[config.mk]
export PLATFORM = sky130hd
export DESIGN_NAME = gcd_top
export DESIGN_NICKNAME = d
export VERILOG_FILES = /design/src/design/gcd_pkg.sv /design/src/design/gcd_glyph_if.sv /design/src/design/gcd_glyph_addr.sv /design/src/design/gcd_top.sv
export SDC_FILE = /design/constraint.sdc
export NUM_CORES = 1
export LEC_CHECK = 0
export ABC_AREA = 1
export BUFFER_PORTS_ARGS = -buffer_cell sky130_fd_sc_hd__buf_4
export CAP_MARGIN = 20
export CORE_MARGIN = 8
export CORE_UTILIZATION = 40
export CTS_CLUSTER_SIZE = 8
export DETAILED_ROUTE_END_ITERATION = 8
export GPL_TIMING_DRIVEN = 0
export PLACE_DENSITY_LB_ADDON = 0.15
export SLEW_MARGIN = 40
export SYNTH_ARGS = -nofsm -noshare
export SYNTH_HDL_FRONTEND = slang
export SYNTH_SLANG_ARGS = --single-unit
[constraint.sdc]
create_clock -name i_clk -period 3.3 [get_ports i_clk]
set_clock_uncertainty 0.2 [all_clocks]
set_input_delay 0.495 -clock i_clk [delete_from_list [all_inputs] [get_ports i_clk]]
set_output_delay 0.495 -clock i_clk [all_outputs]
set_load 0.05 [all_outputs]
[src/design/gcd_pkg.sv]
// constants and types shared by the glyph-lcd command decoder files
// assumes a single 100 MHz clock domain and a synchronous active-low reset
`default_nettype none
package gcd_pkg;
  // ==========================================================================
  // command codes (exact matches)
  localparam logic [7:0] CMD_CURSOR    = 8'h21;  // load cursor pointer
  localparam logic [7:0] CMD_OFFSET    = 8'h22;  // load glyph offset
  localparam logic [7:0] CMD_ADDR      = 8'h24;  // load memory address pointer
  localparam logic [7:0] CMD_TXT_HOME  = 8'h40;  // text home address
  localparam logic [7:0] CMD_TXT_COLS  = 8'h41;  // text column count
  localparam logic [7:0] CMD_GFX_HOME  = 8'h42;  // graphic home address
  localparam logic [7:0] CMD_GFX_COLS  = 8'h43;  // graphic column count
  localparam logic [7:0] CMD_AUTO_WR   = 8'hb0;  // enter auto write
  localparam logic [7:0] CMD_AUTO_RD   = 8'hb1;  // enter auto read
  localparam logic [7:0] CMD_AUTO_END  = 8'hb2;  // leave auto mode
  // ==========================================================================
  // command group prefixes and field widths
  localparam logic [3:0] GRP_MODE      = 4'h8;   // 1000xxxx mode set
  localparam logic [3:0] GRP_DISP      = 4'h9;   // 1001xxxx display mode
  localparam logic [3:0] GRP_BIT       = 4'hf;   // 1111sbbb bit set/reset
  localparam logic [4:0] GRP_CURPAT    = 5'h14;  // 10100nnn cursor pattern
  localparam logic [4:0] GRP_DATA      = 5'h18;  // 11000xxx single transfer
  localparam logic [1:0] DIR_INC       = 2'h0;   // pointer step: increment
  localparam logic [1:0] DIR_DEC       = 2'h1;   // pointer step: decrement
  localparam int         COL_BITS      = 7;      // cursor column bits used
  localparam int         ROW_BITS      = 5;      // cursor row bits used
  localparam int         OFS_BITS      = 5;      // glyph offset bits
  localparam int         GROW_BITS     = 3;      // glyph row index bits
  // ==========================================================================
  // status word bit positions
  localparam int         ST_CMD_RDY    = 0;      // command_ready_flag
  localparam int         ST_DAT_RDY    = 1;      // data_ready_flag
  localparam int         ST_AUTO_RD    = 2;      // auto read ready
  localparam int         ST_AUTO_WR    = 3;      // auto write ready
  // ==========================================================================
  // memory access sequencer
  typedef enum logic [1:0] {
    GCD_IDLE,
    GCD_RD_REQ,
    GCD_RD_CAP
  } gcd_state_t;
endpackage
`default_nettype wire

[src/design/gcd_glyph_if.sv]
// carrier between the decoder top and the glyph address former
// assumes both ends sit in the same clock domain
`default_nettype none
interface gcd_glyph_if;
  logic [4:0]  offset;  // glyph offset register
  logic [7:0]  code;    // character code
  logic [2:0]  row;     // glyph row index
  logic        ext;     // external glyph memory selected
  logic [15:0] addr;    // formed glyph memory address
  logic        user;    // glyph comes from user glyph memory
  modport src    (output offset, code, row, ext, input addr, user);
  modport former (input offset, code, row, ext, output addr, user);
endinterface
`default_nettype wire

[src/design/gcd_glyph_addr.sv]
// glyph memory address former: purely combinational
// assumes the caller registers the results
`default_nettype none
module gcd_glyph_addr
(
  // glyph request and result
  gcd_glyph_if.former g
);
  // ==========================================================================
  // address layout
  // offset over code over row
  // each offset picks a 2-Kbyte block
  assign g.addr = {g.offset, g.code, g.row};
  // rom serves low half, user memory high half; with ext set, user memory serves all
  assign g.user = g.ext | g.code[7];
endmodule
`default_nettype wire

[src/design/gcd_top.sv]
// command decoder of a graphic lcd controller: host byte port, display
// memory port and the decoded display configuration as plain outputs
// assumes host strobes are one-cycle pulses synchronous to i_clk and that
// i_mem_rdata is valid in the cycle after o_mem_re is high
`default_nettype none
// What this block does
// - command 21h loads cursor column then row
// - only that command moves the cursor
// - column uses low seven bits
// - row uses low five bits
// - command 22h loads glyph offset
// - command 24h loads pointer low then high
// - 40h-43h load home addresses and columns
// - glyph address is offset, code, row
// - rom mode: high codes use user memory
// - external mode: all codes use user memory
// - offset selects a 2-Kbyte glyph block
// - mode set picks combine and source
// - display mode sets four enables
// - c0h-c5h single access, step pointer (c4h/c5h hold it)
// - 1111sbbb sets or clears one bit
module gcd_top
(
  // clock and reset
  input  wire logic        i_clk,
  input  wire logic        i_rst_n,
  // host byte port (i_cd high: command/status, low: data)
  input  wire logic        i_cd,
  input  wire logic        i_wr,
  input  wire logic        i_rd,
  input  wire logic [7:0]  i_din,
  output var  logic [7:0]  o_rd_data,
  output var  logic        o_rd_valid,
  output var  logic [7:0]  o_status,
  // display memory port
  output var  logic [15:0] o_mem_addr,
  output var  logic [7:0]  o_mem_wdata,
  output var  logic        o_mem_we,
  output var  logic        o_mem_re,
  input  wire logic [7:0]  i_mem_rdata,
  // glyph lookup
  input  wire logic [7:0]  i_glyph_code,
  input  wire logic [2:0]  i_glyph_row,
  output var  logic [15:0] o_glyph_addr,
  output var  logic        o_glyph_user,
  // decoded configuration
  output var  logic [6:0]  o_cursor_col,
  output var  logic [4:0]  o_cursor_row,
  output var  logic [4:0]  o_offset,
  output var  logic [15:0] o_text_home,
  output var  logic [7:0]  o_text_cols,
  output var  logic [15:0] o_gfx_home,
  output var  logic [7:0]  o_gfx_cols,
  output var  logic [2:0]  o_combine_mode,
  output var  logic        o_ext_glyph,
  output var  logic        o_gfx_en,
  output var  logic        o_text_en,
  output var  logic        o_cursor_en,
  output var  logic        o_blink_en,
  output var  logic [2:0]  o_cursor_lines
);
  // ==========================================================================
  // state
  gcd_pkg::gcd_state_t st_q;      // access sequencer
  logic [7:0]  par_old_q;         // first parameter (D1 of two)
  logic [7:0]  par_new_q;         // latest parameter (D2, or D1 of one)
  logic [15:0] ptr_q;             // memory_address_pointer
  logic        auto_wr_q;         // auto write mode
  logic        auto_rd_q;         // auto read mode
  logic        rmw_q;             // current read is a bit modify
  logic        bit_val_q;         // bit value to write back
  logic [2:0]  bit_num_q;         // bit number to modify
  gcd_glyph_if gif ();            // link to address former

  // ==========================================================================
  // host strobe decode
  wire idle     = (st_q == gcd_pkg::GCD_IDLE);
  wire in_auto  = auto_wr_q | auto_rd_q;
  wire cmd_wr   = i_wr & i_cd & idle;
  wire dat_wr   = i_wr & ~i_cd & idle;
  wire dat_rd   = i_rd & ~i_cd & idle;
  wire [7:0] c  = i_din;
  // in auto mode only the leave command is honoured
  wire cmd_ok   = cmd_wr & ~in_auto;
  // only the defining bits are compared
  wire is_cur   = cmd_ok & (c == gcd_pkg::CMD_CURSOR);
  wire is_ofs   = cmd_ok & (c == gcd_pkg::CMD_OFFSET);
  wire is_adr   = cmd_ok & (c == gcd_pkg::CMD_ADDR);
  wire is_thome = cmd_ok & (c == gcd_pkg::CMD_TXT_HOME);
  wire is_tcols = cmd_ok & (c == gcd_pkg::CMD_TXT_COLS);
  wire is_ghome = cmd_ok & (c == gcd_pkg::CMD_GFX_HOME);
  wire is_gcols = cmd_ok & (c == gcd_pkg::CMD_GFX_COLS);
  wire is_mode  = cmd_ok & (c[7:4] == gcd_pkg::GRP_MODE);
  wire is_disp  = cmd_ok & (c[7:4] == gcd_pkg::GRP_DISP);
  wire is_cpat  = cmd_ok & (c[7:3] == gcd_pkg::GRP_CURPAT);
  wire is_awr   = cmd_ok & (c == gcd_pkg::CMD_AUTO_WR);
  wire is_ard   = cmd_ok & (c == gcd_pkg::CMD_AUTO_RD);
  wire is_aend  = cmd_wr & (c == gcd_pkg::CMD_AUTO_END);
  wire is_data  = cmd_ok & (c[7:3] == gcd_pkg::GRP_DATA) & (c[2:1] != 2'h3);
  wire is_bit   = cmd_ok & (c[7:4] == gcd_pkg::GRP_BIT);
  // single transfer split by direction bit
  wire one_wr   = is_data & ~c[0];
  wire one_rd   = is_data & c[0];
  // auto transfers ride on data strobes
  wire auto_w   = dat_wr & auto_wr_q;
  wire auto_r   = dat_rd & auto_rd_q;
  wire plain_p  = dat_wr & ~in_auto;
  // pointer step: single access by bits 2:1, auto always increments
  wire [15:0] ptr_inc = ptr_q + 16'h0001;
  wire [15:0] ptr_dec = ptr_q - 16'h0001;
  wire [15:0] ptr_step = (c[2:1] == gcd_pkg::DIR_INC) ? ptr_inc :
                         (c[2:1] == gcd_pkg::DIR_DEC) ? ptr_dec : ptr_q;
  wire mem_rd_go = one_rd | auto_r | is_bit;
  wire mem_wr_go = one_wr | auto_w;
  // read-modify-write byte built from fetched data
  wire [7:0] bit_mask = 8'h01 << bit_num_q;
  wire [7:0] rmw_byte = bit_val_q ? (i_mem_rdata | bit_mask) : (i_mem_rdata & ~bit_mask);
  // status flags drop while the sequencer is busy
  wire [7:0] status_d = {4'h0, auto_wr_q & idle, auto_rd_q & idle,
                         idle & ~in_auto, idle & ~in_auto};

  // ==========================================================================
  // glyph address former
  assign gif.offset = o_offset;
  assign gif.code   = i_glyph_code;
  assign gif.row    = i_glyph_row;
  assign gif.ext    = o_ext_glyph;
  gcd_glyph_addr u_glyph (.g(gif.former));

  // ==========================================================================
  // parameter capture: newest two bytes count, older ones fall out
  always_ff @(posedge i_clk)
  begin
    if (!i_rst_n)
    begin
      par_old_q <= 8'h00;
      par_new_q <= 8'h00;
    end
    else if (plain_p)
    begin
      par_old_q <= par_new_q;
      par_new_q <= i_din;
    end
  end

  // ==========================================================================
  // configuration registers
  always_ff @(posedge i_clk)
  begin
    if (!i_rst_n)
    begin
      o_cursor_col   <= 7'h00;
      o_cursor_row   <= 5'h00;
      o_offset       <= 5'h00;
      o_text_home    <= 16'h0000;
      o_text_cols    <= 8'h00;
      o_gfx_home     <= 16'h0000;
      o_gfx_cols     <= 8'h00;
      o_combine_mode <= 3'h0;
      o_ext_glyph    <= 1'b0;
      {o_gfx_en, o_text_en, o_cursor_en, o_blink_en} <= 4'h0;
      o_cursor_lines <= 3'h0;
    end
    else
    begin
      if (is_cur)
      begin
        o_cursor_col <= par_old_q[gcd_pkg::COL_BITS-1:0];
        o_cursor_row <= par_new_q[gcd_pkg::ROW_BITS-1:0];
      end
      // second byte is a fixed zero
      if (is_ofs)
        o_offset <= par_old_q[gcd_pkg::OFS_BITS-1:0];
      // homes low/high, columns from first byte
      if (is_thome)
        o_text_home <= {par_new_q, par_old_q};
      if (is_tcols)
        o_text_cols <= par_old_q;
      if (is_ghome)
        o_gfx_home <= {par_new_q, par_old_q};
      if (is_gcols)
        o_gfx_cols <= par_old_q;
      if (is_mode)
      begin
        o_combine_mode <= c[2:0];
        o_ext_glyph    <= c[3];
      end
      if (is_disp)
        {o_gfx_en, o_text_en, o_cursor_en, o_blink_en} <= c[3:0];
      // height stored as lines minus one
      if (is_cpat)
        o_cursor_lines <= c[2:0];
    end
  end

  // ==========================================================================
  // address pointer, auto modes and memory sequencer
  // cursor untouched here, only by its own command
  always_ff @(posedge i_clk)
  begin
    if (!i_rst_n)
    begin
      st_q        <= gcd_pkg::GCD_IDLE;
      ptr_q       <= 16'h0000;
      auto_wr_q   <= 1'b0;
      auto_rd_q   <= 1'b0;
      rmw_q       <= 1'b0;
      bit_val_q   <= 1'b0;
      bit_num_q   <= 3'h0;
      o_mem_addr  <= 16'h0000;
      o_mem_wdata <= 8'h00;
      o_mem_we    <= 1'b0;
      o_mem_re    <= 1'b0;
      o_rd_data   <= 8'h00;
      o_rd_valid  <= 1'b0;
    end
    else
    begin
      o_mem_we   <= 1'b0;
      o_mem_re   <= 1'b0;
      o_rd_valid <= 1'b0;
      if (is_adr)
        ptr_q <= {par_new_q, par_old_q};
      if (is_awr)
        auto_wr_q <= 1'b1;
      if (is_ard)
        auto_rd_q <= 1'b1;
      if (is_aend)
      begin
        auto_wr_q <= 1'b0;
        auto_rd_q <= 1'b0;
      end
      unique case (st_q)
        gcd_pkg::GCD_IDLE:
        begin
          if (mem_wr_go)
          begin
            o_mem_addr  <= ptr_q;
            o_mem_wdata <= auto_w ? i_din : par_new_q;
            o_mem_we    <= 1'b1;
            ptr_q       <= auto_w ? ptr_inc : ptr_step;
          end
          else if (mem_rd_go)
          begin
            o_mem_addr <= ptr_q;
            o_mem_re   <= 1'b1;
            rmw_q      <= is_bit;
            bit_val_q  <= c[3];
            bit_num_q  <= c[2:0];
            st_q       <= gcd_pkg::GCD_RD_REQ;
            if (one_rd)
              ptr_q <= ptr_step;
            else if (auto_r)
              ptr_q <= ptr_inc;
          end
        end
        gcd_pkg::GCD_RD_REQ:
          st_q <= gcd_pkg::GCD_RD_CAP;
        gcd_pkg::GCD_RD_CAP:
        begin
          st_q <= gcd_pkg::GCD_IDLE;
          // write back with one bit changed
          if (rmw_q)
          begin
            o_mem_wdata <= rmw_byte;
            o_mem_we    <= 1'b1;
          end
          else
          begin
            o_rd_data  <= i_mem_rdata;
            o_rd_valid <= 1'b1;
          end
        end
      endcase
    end
  end

  // ==========================================================================
  // registered status and glyph result
  always_ff @(posedge i_clk)
  begin
    if (!i_rst_n)
    begin
      o_status     <= 8'h00;
      o_glyph_addr <= 16'h0000;
      o_glyph_user <= 1'b0;
    end
    else
    begin
      o_status     <= status_d;
      o_glyph_addr <= gif.addr;
      o_glyph_user <= gif.user;
    end
  end
endmodule
`default_nettype wire

Word-level counts from Yosys, hierarchy flattened
Index checks and enable logic that the tools add are counted.
Word-level totals
  register bits: 177
  bits of input ports: 32
Operators by class
  shifts and indexed selects: 1
  add/sub/neg operators: 2
  eq/ne operators: 23
  bitwise logic cells: 46
  muxes and demuxes: 24
  reduce and logical (&&, ||, !) cells: 12
Operator list (count)
  two-way mux 16 bit: 11
  == test 8 x 7 -> 1 bit, second input constant: 4
  two-way mux 8 bit: 4
  AND 1 bit: 31
  == test 8 x 6 -> 1 bit, second input constant: 3
  == test 8 bit, second input constant: 3
  adder 16 x 1 -> 16 bit, second input constant: 1
  case mux 8 bit (2 select lines): 1
  subtractor 16 x 1 -> 16 bit, second input constant: 1
  == test 4 bit, second input constant: 3
  == test 5 bit, second input constant: 2
  AND 8 bit: 1
  NOT 8 bit: 1
  OR 8 bit: 1
  AND reduction 2 bit: 4
  left shift 1 x 3 -> 8 bit, first input constant: 1
  NOT 1 bit: 7
  inequality test 2 bit, second input constant: 3
  case mux 2 bit (3 select lines): 1
  AND reduction 3 bit: 2
  OR 1 bit: 5
  == test 2 x 1 -> 1 bit, second input constant: 2
  zero test 2 bit: 2
  two-way mux 1 bit: 4
  7 further kinds: 10

Depth between registers and ports, before layout
Gate-level depths: netlist of the first run.
  depth in word-level cells: 11
  depth in mapped cells: 15
  gate-level depth less buffers: 14

Modules after synthesis
From an unflattened synthesis of the first run, not the netlist that was laid out.
Second synthesis, totals
  cell total of the unflattened synthesis: 1100
  area total of the unflattened synthesis: 7850.0 um2
By module, submodules not included
  gcd_top: cells each 1081, times used 1, area each 7718.7 um2
  gcd_glyph_addr: cells each 19, times used 1, area each 131.4 um2

Worst setup path after synthesis of the first run
No wires, ideal clock.
  path kind: register to register
  start: reg st_q[0]
  end: reg o_mem_wdata[0]
  path buffers: 2
  data arrival time: 1666 ps
  setup slack: 1317 ps
  cell stages (with the launch flop): 13
  cells stage by stage: dfxtp_1 > inv_1 > ha_1 > buf_4 > nand2_1 > nor2_1 > nand2_1 > inv_1 > a21oi_2 > nand2_2 > buf_2 > a21oi_1 > nor2_1
On the way
  word-level cells in the longest chain between the ends: 9
  elaborated cells on any way between the ends: 17
  classes of those cells: eq/ne: 3; mux: 3; bitwise: 8; reduce/logical: 3
RTL lines
  start, declared: line gcd_top.sv:64  | gcd_pkg::gcd_state_t st_q;
  start signal, assigned: line gcd_top.sv:203  | st_q <= gcd_pkg::GCD_IDLE;
  start signal, assigned: line gcd_top.sv:250  | st_q <= gcd_pkg::GCD_RD_REQ;
  start signal, assigned: line gcd_top.sv:258  | st_q <= gcd_pkg::GCD_RD_CAP;
  zero test 2 bit: line gcd_top.sv:77, gcd_top.sv:233
  AND 1 bit: line gcd_top.sv:79  | wire cmd_wr = i_wr & i_cd & idle;
  AND 1 bit: line gcd_top.sv:84  | wire cmd_ok = cmd_wr & ~in_auto;
  AND 1 bit (2 in series): line gcd_top.sv:99  | wire is_data = cmd_ok & (c[7:3] == gcd_pkg::GRP_DATA) & (c[2:1] != 2'h3);
  AND 1 bit: line gcd_top.sv:102  | wire one_wr = is_data & ~c[0];
  OR 1 bit: line gcd_top.sv:114  | wire mem_wr_go = one_wr | auto_w;
  inequality test 2 x 1 -> 1 bit (no source line)
  AND reduction 3 bit (no source line)
  end signal, assigned: line gcd_top.sv:239  | o_mem_wdata <= auto_w ? i_din : par_new_q;
  end signal, assigned: line gcd_top.sv:265  | o_mem_wdata <= rmw_byte;
  end, declared: line gcd_top.sv:37  | output var logic [7:0] o_mem_wdata,
Several ways; a longest one is shown, not always the timed one. The select of a mux whose other input is x is not followed.
A chain may end at the register's enable or synchronous reset.

Worst setup path in the final report of the first run
  start: reg st_q[0]
  end: reg o_cursor_col[4]
On the way
  word-level cells in the longest chain between the ends: 4
RTL lines
  zero test 2 bit: line gcd_top.sv:77  | wire idle = (st_q == gcd_pkg::GCD_IDLE);
  AND 1 bit: line gcd_top.sv:79
  AND 1 bit: line gcd_top.sv:84
  AND 1 bit: line gcd_top.sv:86  | wire is_cur = cmd_ok & (c == gcd_pkg::CMD_CURSOR);
  end signal, assigned: line gcd_top.sv:168  | o_cursor_col <= par_old_q[gcd_pkg::COL_BITS-1:0];
  end, declared: line gcd_top.sv:47  | output var logic [6:0] o_cursor_col,
Every way passes these cells.

==> metrics.txt, run 1 <==
DP Worst Slack=0.683 ns; Starting Density=0.407; compound-cell area share of the yosys netlist=0.169; P_leak=0.00462 uW; Post-DRT Antenna Nets=0; Tmin final=2.53 ns; CP Cell Sequence=inv_1 > ha_1 > nand3_1 > inv_1 > nand2_1 > nor2_1 > nand2_1 > buf_2 > o21ai_0 > a21oi_1; period utilisation layout=0.768; row count=51; clk sink count=172; setup TNS=0 ns; R2R Path Start=st_q[0]; Final Hold Vio Count=0; largest net degree at the start of global routing=19; Crit. End Element=flip-flop; delay-heaviest family, CP=simple AND/OR/NAND/NOR gates; Critical Path Source=st_q[0]; CTS max path bufs=2; Die ar.=0.0245 sq mm; Required @ worst endpoint=3.40 ns; Simple-Gate Fraction of Synth Area=0.256; gr usage total=0.205; Util after Layout=0.518; Root Buffer=clkbuf_16; I/O pin count=168; main combinational cell family by area after synthesis=simple AND/OR/NAND/NOR gates; mux share of post-synthesis cell area=0.00143; fmax=395 MHz; crit start category=flip-flop; Tot Pwr=6080 uW; Arr. time, crit path=2.64 ns; final worst slack=0.765 ns; crit-path max FO=10; R2R Path End=o_cursor_col[4]; cts-stage hold buffer count=0; vias in the first global route=7215; r2r worst-path depth=10; post-synthesis sequential area ratio=0.436; Final setup viols=0; critical path depth in cells=10; initial DRC count=674; maxcap violations=0; Post-CTS Resized=0; Clk Latency, worst-skew pair=0.42 ns; Final HPWL DP=19400 um; worst min path class=in2reg; Horiz. Die Dim=156 um; area of the core=0.0194 sq mm; Residual DRC=0; Syn Area/Cell=6.85 sq um; actual slew at the worst max-slew pin=0.755 ns; r2r setup slk=0.77 ns; initial antenna violation count=0; routability cong.=0.959; total CTS buffers=17; Die Y=156 um; FF+latch count, synth=172; CTS clock-pin slew for the worst setup and hold paths=0.08 ns; CTS tree=done; Syn. warnings=0; run status=finished, final reports clean; first-pass GRT wire length=39400 um; share of cells above drive strength 1=0.176; PortBufs=162; slowest stage delay, CP=0.39 ns; vias=7819; Pre-antenna DRT Iters=5; Min Hold Slack=0.0431 ns; post-CTS setup buffers=0; RSZ-0062 raised after global routing=no; Syn Std Cell Area=0.00789 sq mm; Post-Route WL=25600 um; Max rail drop VDD=0.581 mV; GR Overflow Total=0; ant diodes=0; CP max-delay cell=nor2_1; CP Buf/Inv Count=3; post-synth cell types=36; CP Capture Point=o_cursor_col[4]; number of H-tree levels=4; layout overhead on the synthesized area=27.4%; Slew HR=0.497; Adder-Cell Fraction of Synth Area=0.00793; nets@finish=1372; Synth Area in XOR/XNOR=0.00999; pwr dens=605 mW/mm^2; crit path kind=reg2reg; wire per inst=15.9 um; Post-Synthesis Cells=1151; vias per inst=4.85; max-slew violations=0
-- synth_stat cells --
library cell | number | area (sq um)
o221ai_1 | 1 | 8.76
ha_1 | 5 | 62.6
nor2_4 | 3 | 33.8
a21oi_1 | 104 | 521
conb_1 | 1 | 3.75
clkbuf_1 | 41 | 154
dfxtp_1 | 172 | 3440
o22ai_1 | 4 | 25.0
inv_2 | 7 | 26.3
nor3_1 | 7 | 35.0
xnor2_1 | 2 | 17.5
nor2_1 | 139 | 522
mux2_2 | 1 | 11.3
o211ai_1 | 1 | 7.51
buf_6 | 2 | 22.5
buf_4 | 8 | 60.1
inv_1 | 167 | 627
nand3_4 | 1 | 17.5
nand2_1 | 222 | 833
buf_2 | 8 | 40.0
a211oi_1 | 28 | 210
nand3_2 | 1 | 10.0
nand3_1 | 87 | 435
nand3b_1 | 1 | 7.51
nor2_2 | 2 | 12.5
clkinv_1 | 1 | 3.75
o21ai_1 | 6 | 30.0
and2_1 | 1 | 6.26
nor4_2 | 2 | 25.0
buf_1 | 1 | 3.75
nor3_2 | 1 | 10.0
xor2_1 | 7 | 61.3
nand2_2 | 6 | 37.5
nand4_1 | 5 | 31.3
o21ai_0 | 105 | 526
a21oi_2 | 1 | 8.76
-- power by group --
| part | total (uW) | switching (uW) | leakage [uW] | internal, uW |
|---|---|---|---|---|
| combinational | 1630 | 1150 | 0.00294 | 482 |
| sequential | 2400 | 165 | 0.00139 | 2240 |
| clock | 2050 | 963 | 0.000288 | 1080 |
-- state kept, by name, indices dropped and copies added, names as in the netlist, 2 cells and up --
register and cells:
o_gfx_home 16, o_glyph_addr 16, o_mem_addr 16, o_text_home 16, ptr_q 16, o_gfx_cols 8
o_mem_wdata 8, o_rd_data 8, o_text_cols 8, par_new_q 8, par_old_q 8, o_cursor_col 7
o_cursor_row 5, o_offset 5, bit_num_q 3, o_combine_mode 3, o_cursor_lines 3, o_status 3
st_q 2
-- metal layers --
metal  track usage  part of all wire
met5             0                 0
met4        0.0636             0.019
met3        0.0394             0.070
met2         0.329              0.45
met1         0.271              0.46
-- how the worst min path moves through the flow --
stage,start,endpoint,depth (start not counted)
2_1_floorplan,auto_rd_q,o_status[2],2
3_3_place_gp,o_gfx_home[9],o_gfx_home[9],2
3_5_place_dp,o_offset[2],o_glyph_addr[13],2
4_1_cts,i_glyph_code[2],o_glyph_addr[5],3
5_1_grt,i_glyph_row[2],o_glyph_addr[2],3
6_report,i_glyph_code[2],o_glyph_addr[5],3
-- cells in the final DEF (no fill, tap or decap), types with 8 or more instances in the layout --
cell,instances
clkbuf_16,17
inv_1,167
nand2_1,222
buf_2,8
nor2_1,139
o21ai_0,105
buf_4,170
a21oi_1,104
clkbuf_1,41
nand3_1,87
dfxtp_1,172
a211oi_1,28
-- stage by stage --
step | area [sq um] | cells
after floorplan | 7900 | 1154
after global placement | 9450 | 1581
after detailed placement | 9450 | 1581
after CTS | 10000 | 1613
after global routing | 10000 | 1613
final | 10000 | 1613
-- final cells by class --
class,count,area [sq um]
buffer,60,280
clock buffer,17,425
clock inverter,15,175
fill,2008,9350
inverter,175,657
multi-input combinational,747,3520
sequential,172,3440
tap,265,332
timing repair buffer,162,1220
-- cell families (layout without fill, tap and decap cells) --
group,Yosys count,count (layout)
and+or+nand+nor,478,478
other,1,4
muxes,1,1
DFF,172,172
buffers and inverters,235,429
adders and majority gates,5,5
AOI/OAI and AO/OA,250,250
xor gates and xnor gates,9,9
-- tightest hold or removal path, stage by stage --
cell	delay, ns
buf_4	0.07
nand2_1	0.04
inv_1	0.04
No activity file was read; power rests on OpenSTA's default activity.
==> inputs of run 2 (changes only) <==
- ABC_AREA: 1 -> 0
- clock period: 3.3 -> 2 ns (I/O delays scaled with it)
==> run 2 against run 1 <==
  * The run now ends with negative hold slack, negative setup slack left
  * Register-to-register slack got worse by 0.98 ns
  * Wire length rose by 6.4%
  * Sequential power rose by 51%
  * Final area rose by 13%
  * Global-route usage rose by 1.2 points
==> metrics.txt, run 2 <==
CP max-delay cell=dfxtp_2; crit path kind=reg2reg; CTS tree=done; run status=finished with violations; P_leak=0.00498 uW; Die ar.=0.0236 sq mm; FF+latch count, synth=172; Most used DFF post-synth=dfxtp_1; Syn. warnings=0; largest cells by area after synthesis=dfxtp_1, mux2i_1, nand2_1; CP Buf/Inv Count=3; Slew HR=0.492; row count=50; routability cong.=0.912; slowest stage delay, CP=0.34 ns; delay-heaviest family, CP=simple AND/OR/NAND/NOR gates; Final HPWL DP=17600 um; total CTS buffers=17; Pre-antenna DRT Iters=6; cts-stage hold buffer count=22; nets@finish=1195; first-pass GRT wire length=40600 um; Post-Route WL=27200 um; vias per inst=5.46; wire per inst=19.4 um; Crit. End Element=flip-flop; top-count cell post-synth=dfxtp_1; RSZ-0062 raised after global routing=yes; Max rail drop VDD=0.601 mV; clk sink count=172; setup TNS=-10.11 ns; share of cells above drive strength 1=0.359; max-slew violations=0; synth cell count leaders=dfxtp_1, nand2_1, nor2_1, mux2i_1, a21oi_1; crit-path max FO=8; CP Cell Sequence=inv_2 > ha_4 > and3_4 > buf_4 > nand4_4 > and2_4 > buf_4 > nand2_2 > a21oi_1 > nor3_1; Yosys top cell area share=0.455; non-filler cells, final=1405; Clk Latency, worst-skew pair=0.43 ns; Die Y=154 um; GR Overflow Total=0; Post-synth EDFFs=0; post-synth cell types=68; Syn Std Cell Area=0.00756 sq mm; layout overhead on the synthesized area=50.6%; Final Hold Vio Count=1; Final setup viols=94; worst min path class=in2reg; CTS max path bufs=2; pwr dens=775 mW/mm^2; I/O pin count=168; gr usage total=0.216; Starting Density=0.406; crit start category=flip-flop; area leader, netlist=dfxtp_1; Required @ worst endpoint=2.13 ns; vias=7668; largest net degree at the start of global routing=17; Most common cell on crit path=buf_4; Arr. time, crit path=2.34 ns; Post-Synthesis Cells=881; final worst slack=-0.212 ns; actual slew at the worst max-slew pin=0.762 ns; fmax=452 MHz; Residual DRC=0; number of H-tree levels=4; post-synthesis sequential area ratio=0.455; initial antenna violation count=0; CTS clock-pin slew for the worst setup and hold paths=0.07 ns; Post-DRT Antenna Nets=0; Syn Area/Cell=8.59 sq um; Root Buffer=clkbuf_16; area of the core=0.0186 sq mm; Horiz. Die Dim=154 um; ant diodes=0; initial DRC count=686; most common cell after layout, fill and taps aside=buf_4; most frequent cells in the layout=buf_4, dfxtp_1, nand2_1; Cells after DPL=1279; vias in the first global route=7328; PortBufs=161; maxcap violations=0; Tmin final=2.21 ns; Min Hold Slack=-0.0633 ns; period utilisation layout=1.11; Synth async-reset ratio=0; failing checks=negative hold slack, negative setup slack
[run 2: cell types whose count changed after synthesis, sizes merged, moves of 20 or more]
cell    before  now
a211oi      28    6
a21oi      105   73
and2         1   21
inv        174    8
mux2i        0   75
nand2      228  149
nand3       89   34
nor2       144   93
o21ai      111   26
[run 2: cells by family after synthesis]
family | after synthesis | share of synthesized area
other | 1 | 0.000496
adder cells (fa/ha/maj) | 5 | 0.00827
flip-flops | 172 | 0.455
buffers and inverters | 84 | 0.0539
AO/OA/AOI/OAI | 150 | 0.122
XOR/XNOR | 12 | 0.0139
AND/OR/NAND/NOR | 374 | 0.235
multiplexers | 83 | 0.111
[run 2: what timing repair did]
| item | CTS | global route |
|---|---|---|
| setup buffers | 50 | 29 |
| pin swaps | 34 | 27 |
| gates resized for setup | 114 | 62 |
| hold endpoints to repair | 24 | 1 |
| gates cloned | 4 | 1 |
| setup endpoints to repair | 129 | 132 |
[run 2: metrics by stage]
stage / area, sq um / power (uW) / util / worst slack, ns
6_report: 11400 / 8830 / 0.611 / -0.212
5_1_grt: 11400 / 9120 / 0.611 / -0.236
4_1_cts: 10900 / 8710 / 0.583 / -0.186
3_5_place_dp: 9170 / 4880 / 0.492 / -0.511
3_3_place_gp: 9170 / 4870 / 0.492 / -0.519
2_1_floorplan: 7670 / 4500 / - / -0.219
[run 2: final cells by class]
| type | instances | area [sq um] |
|---|---|---|
| timing repair buffer | 266 | 2230 |
| inverter | 8 | 32.5 |
| clock inverter | 10 | 163 |
| multi-input combinational | 628 | 4310 |
| buffer | 65 | 429 |
| sequential | 172 | 3470 |
| tap | 234 | 293 |
| clock buffer | 22 | 464 |
| fill | 1638 | 7250 |
[run 2: metal layers]
layer | vias up | share of wire | track usage
met4 | 0 | 0.034 | 0.0817
li1 | 3598 | - | -
met1 | 3645 | 0.40 | 0.267
met2 | 349 | 0.48 | 0.352
met3 | 76 | 0.084 | 0.0603
met5 | - | 0 | 0
[run 2: path summary, 6_finish.rpt]
check	startpoint	end	slack [ns]	cells past startpoint
worst max register to register	st_q[1]	ptr_q[11]	-0.21	10
worst max-delay path	st_q[1]	ptr_q[11]	-0.21	10
worst min register to register	o_mem_wdata[1]	o_mem_wdata[1]	0.25	2
worst min-delay path	i_din[4]	par_new_q[4]	-0.06	3
[run 2: power breakdown]
group,total [uW],internal (uW),switching (uW)
sequential,3630,3520,109
clock,3600,2160,1430
combinational,1600,645,951
[run 2: worst min-delay path, cell delays in order]
cell,delay (ns)
buf_6,0.12
nand2_1,0.05
a21oi_1,0.05
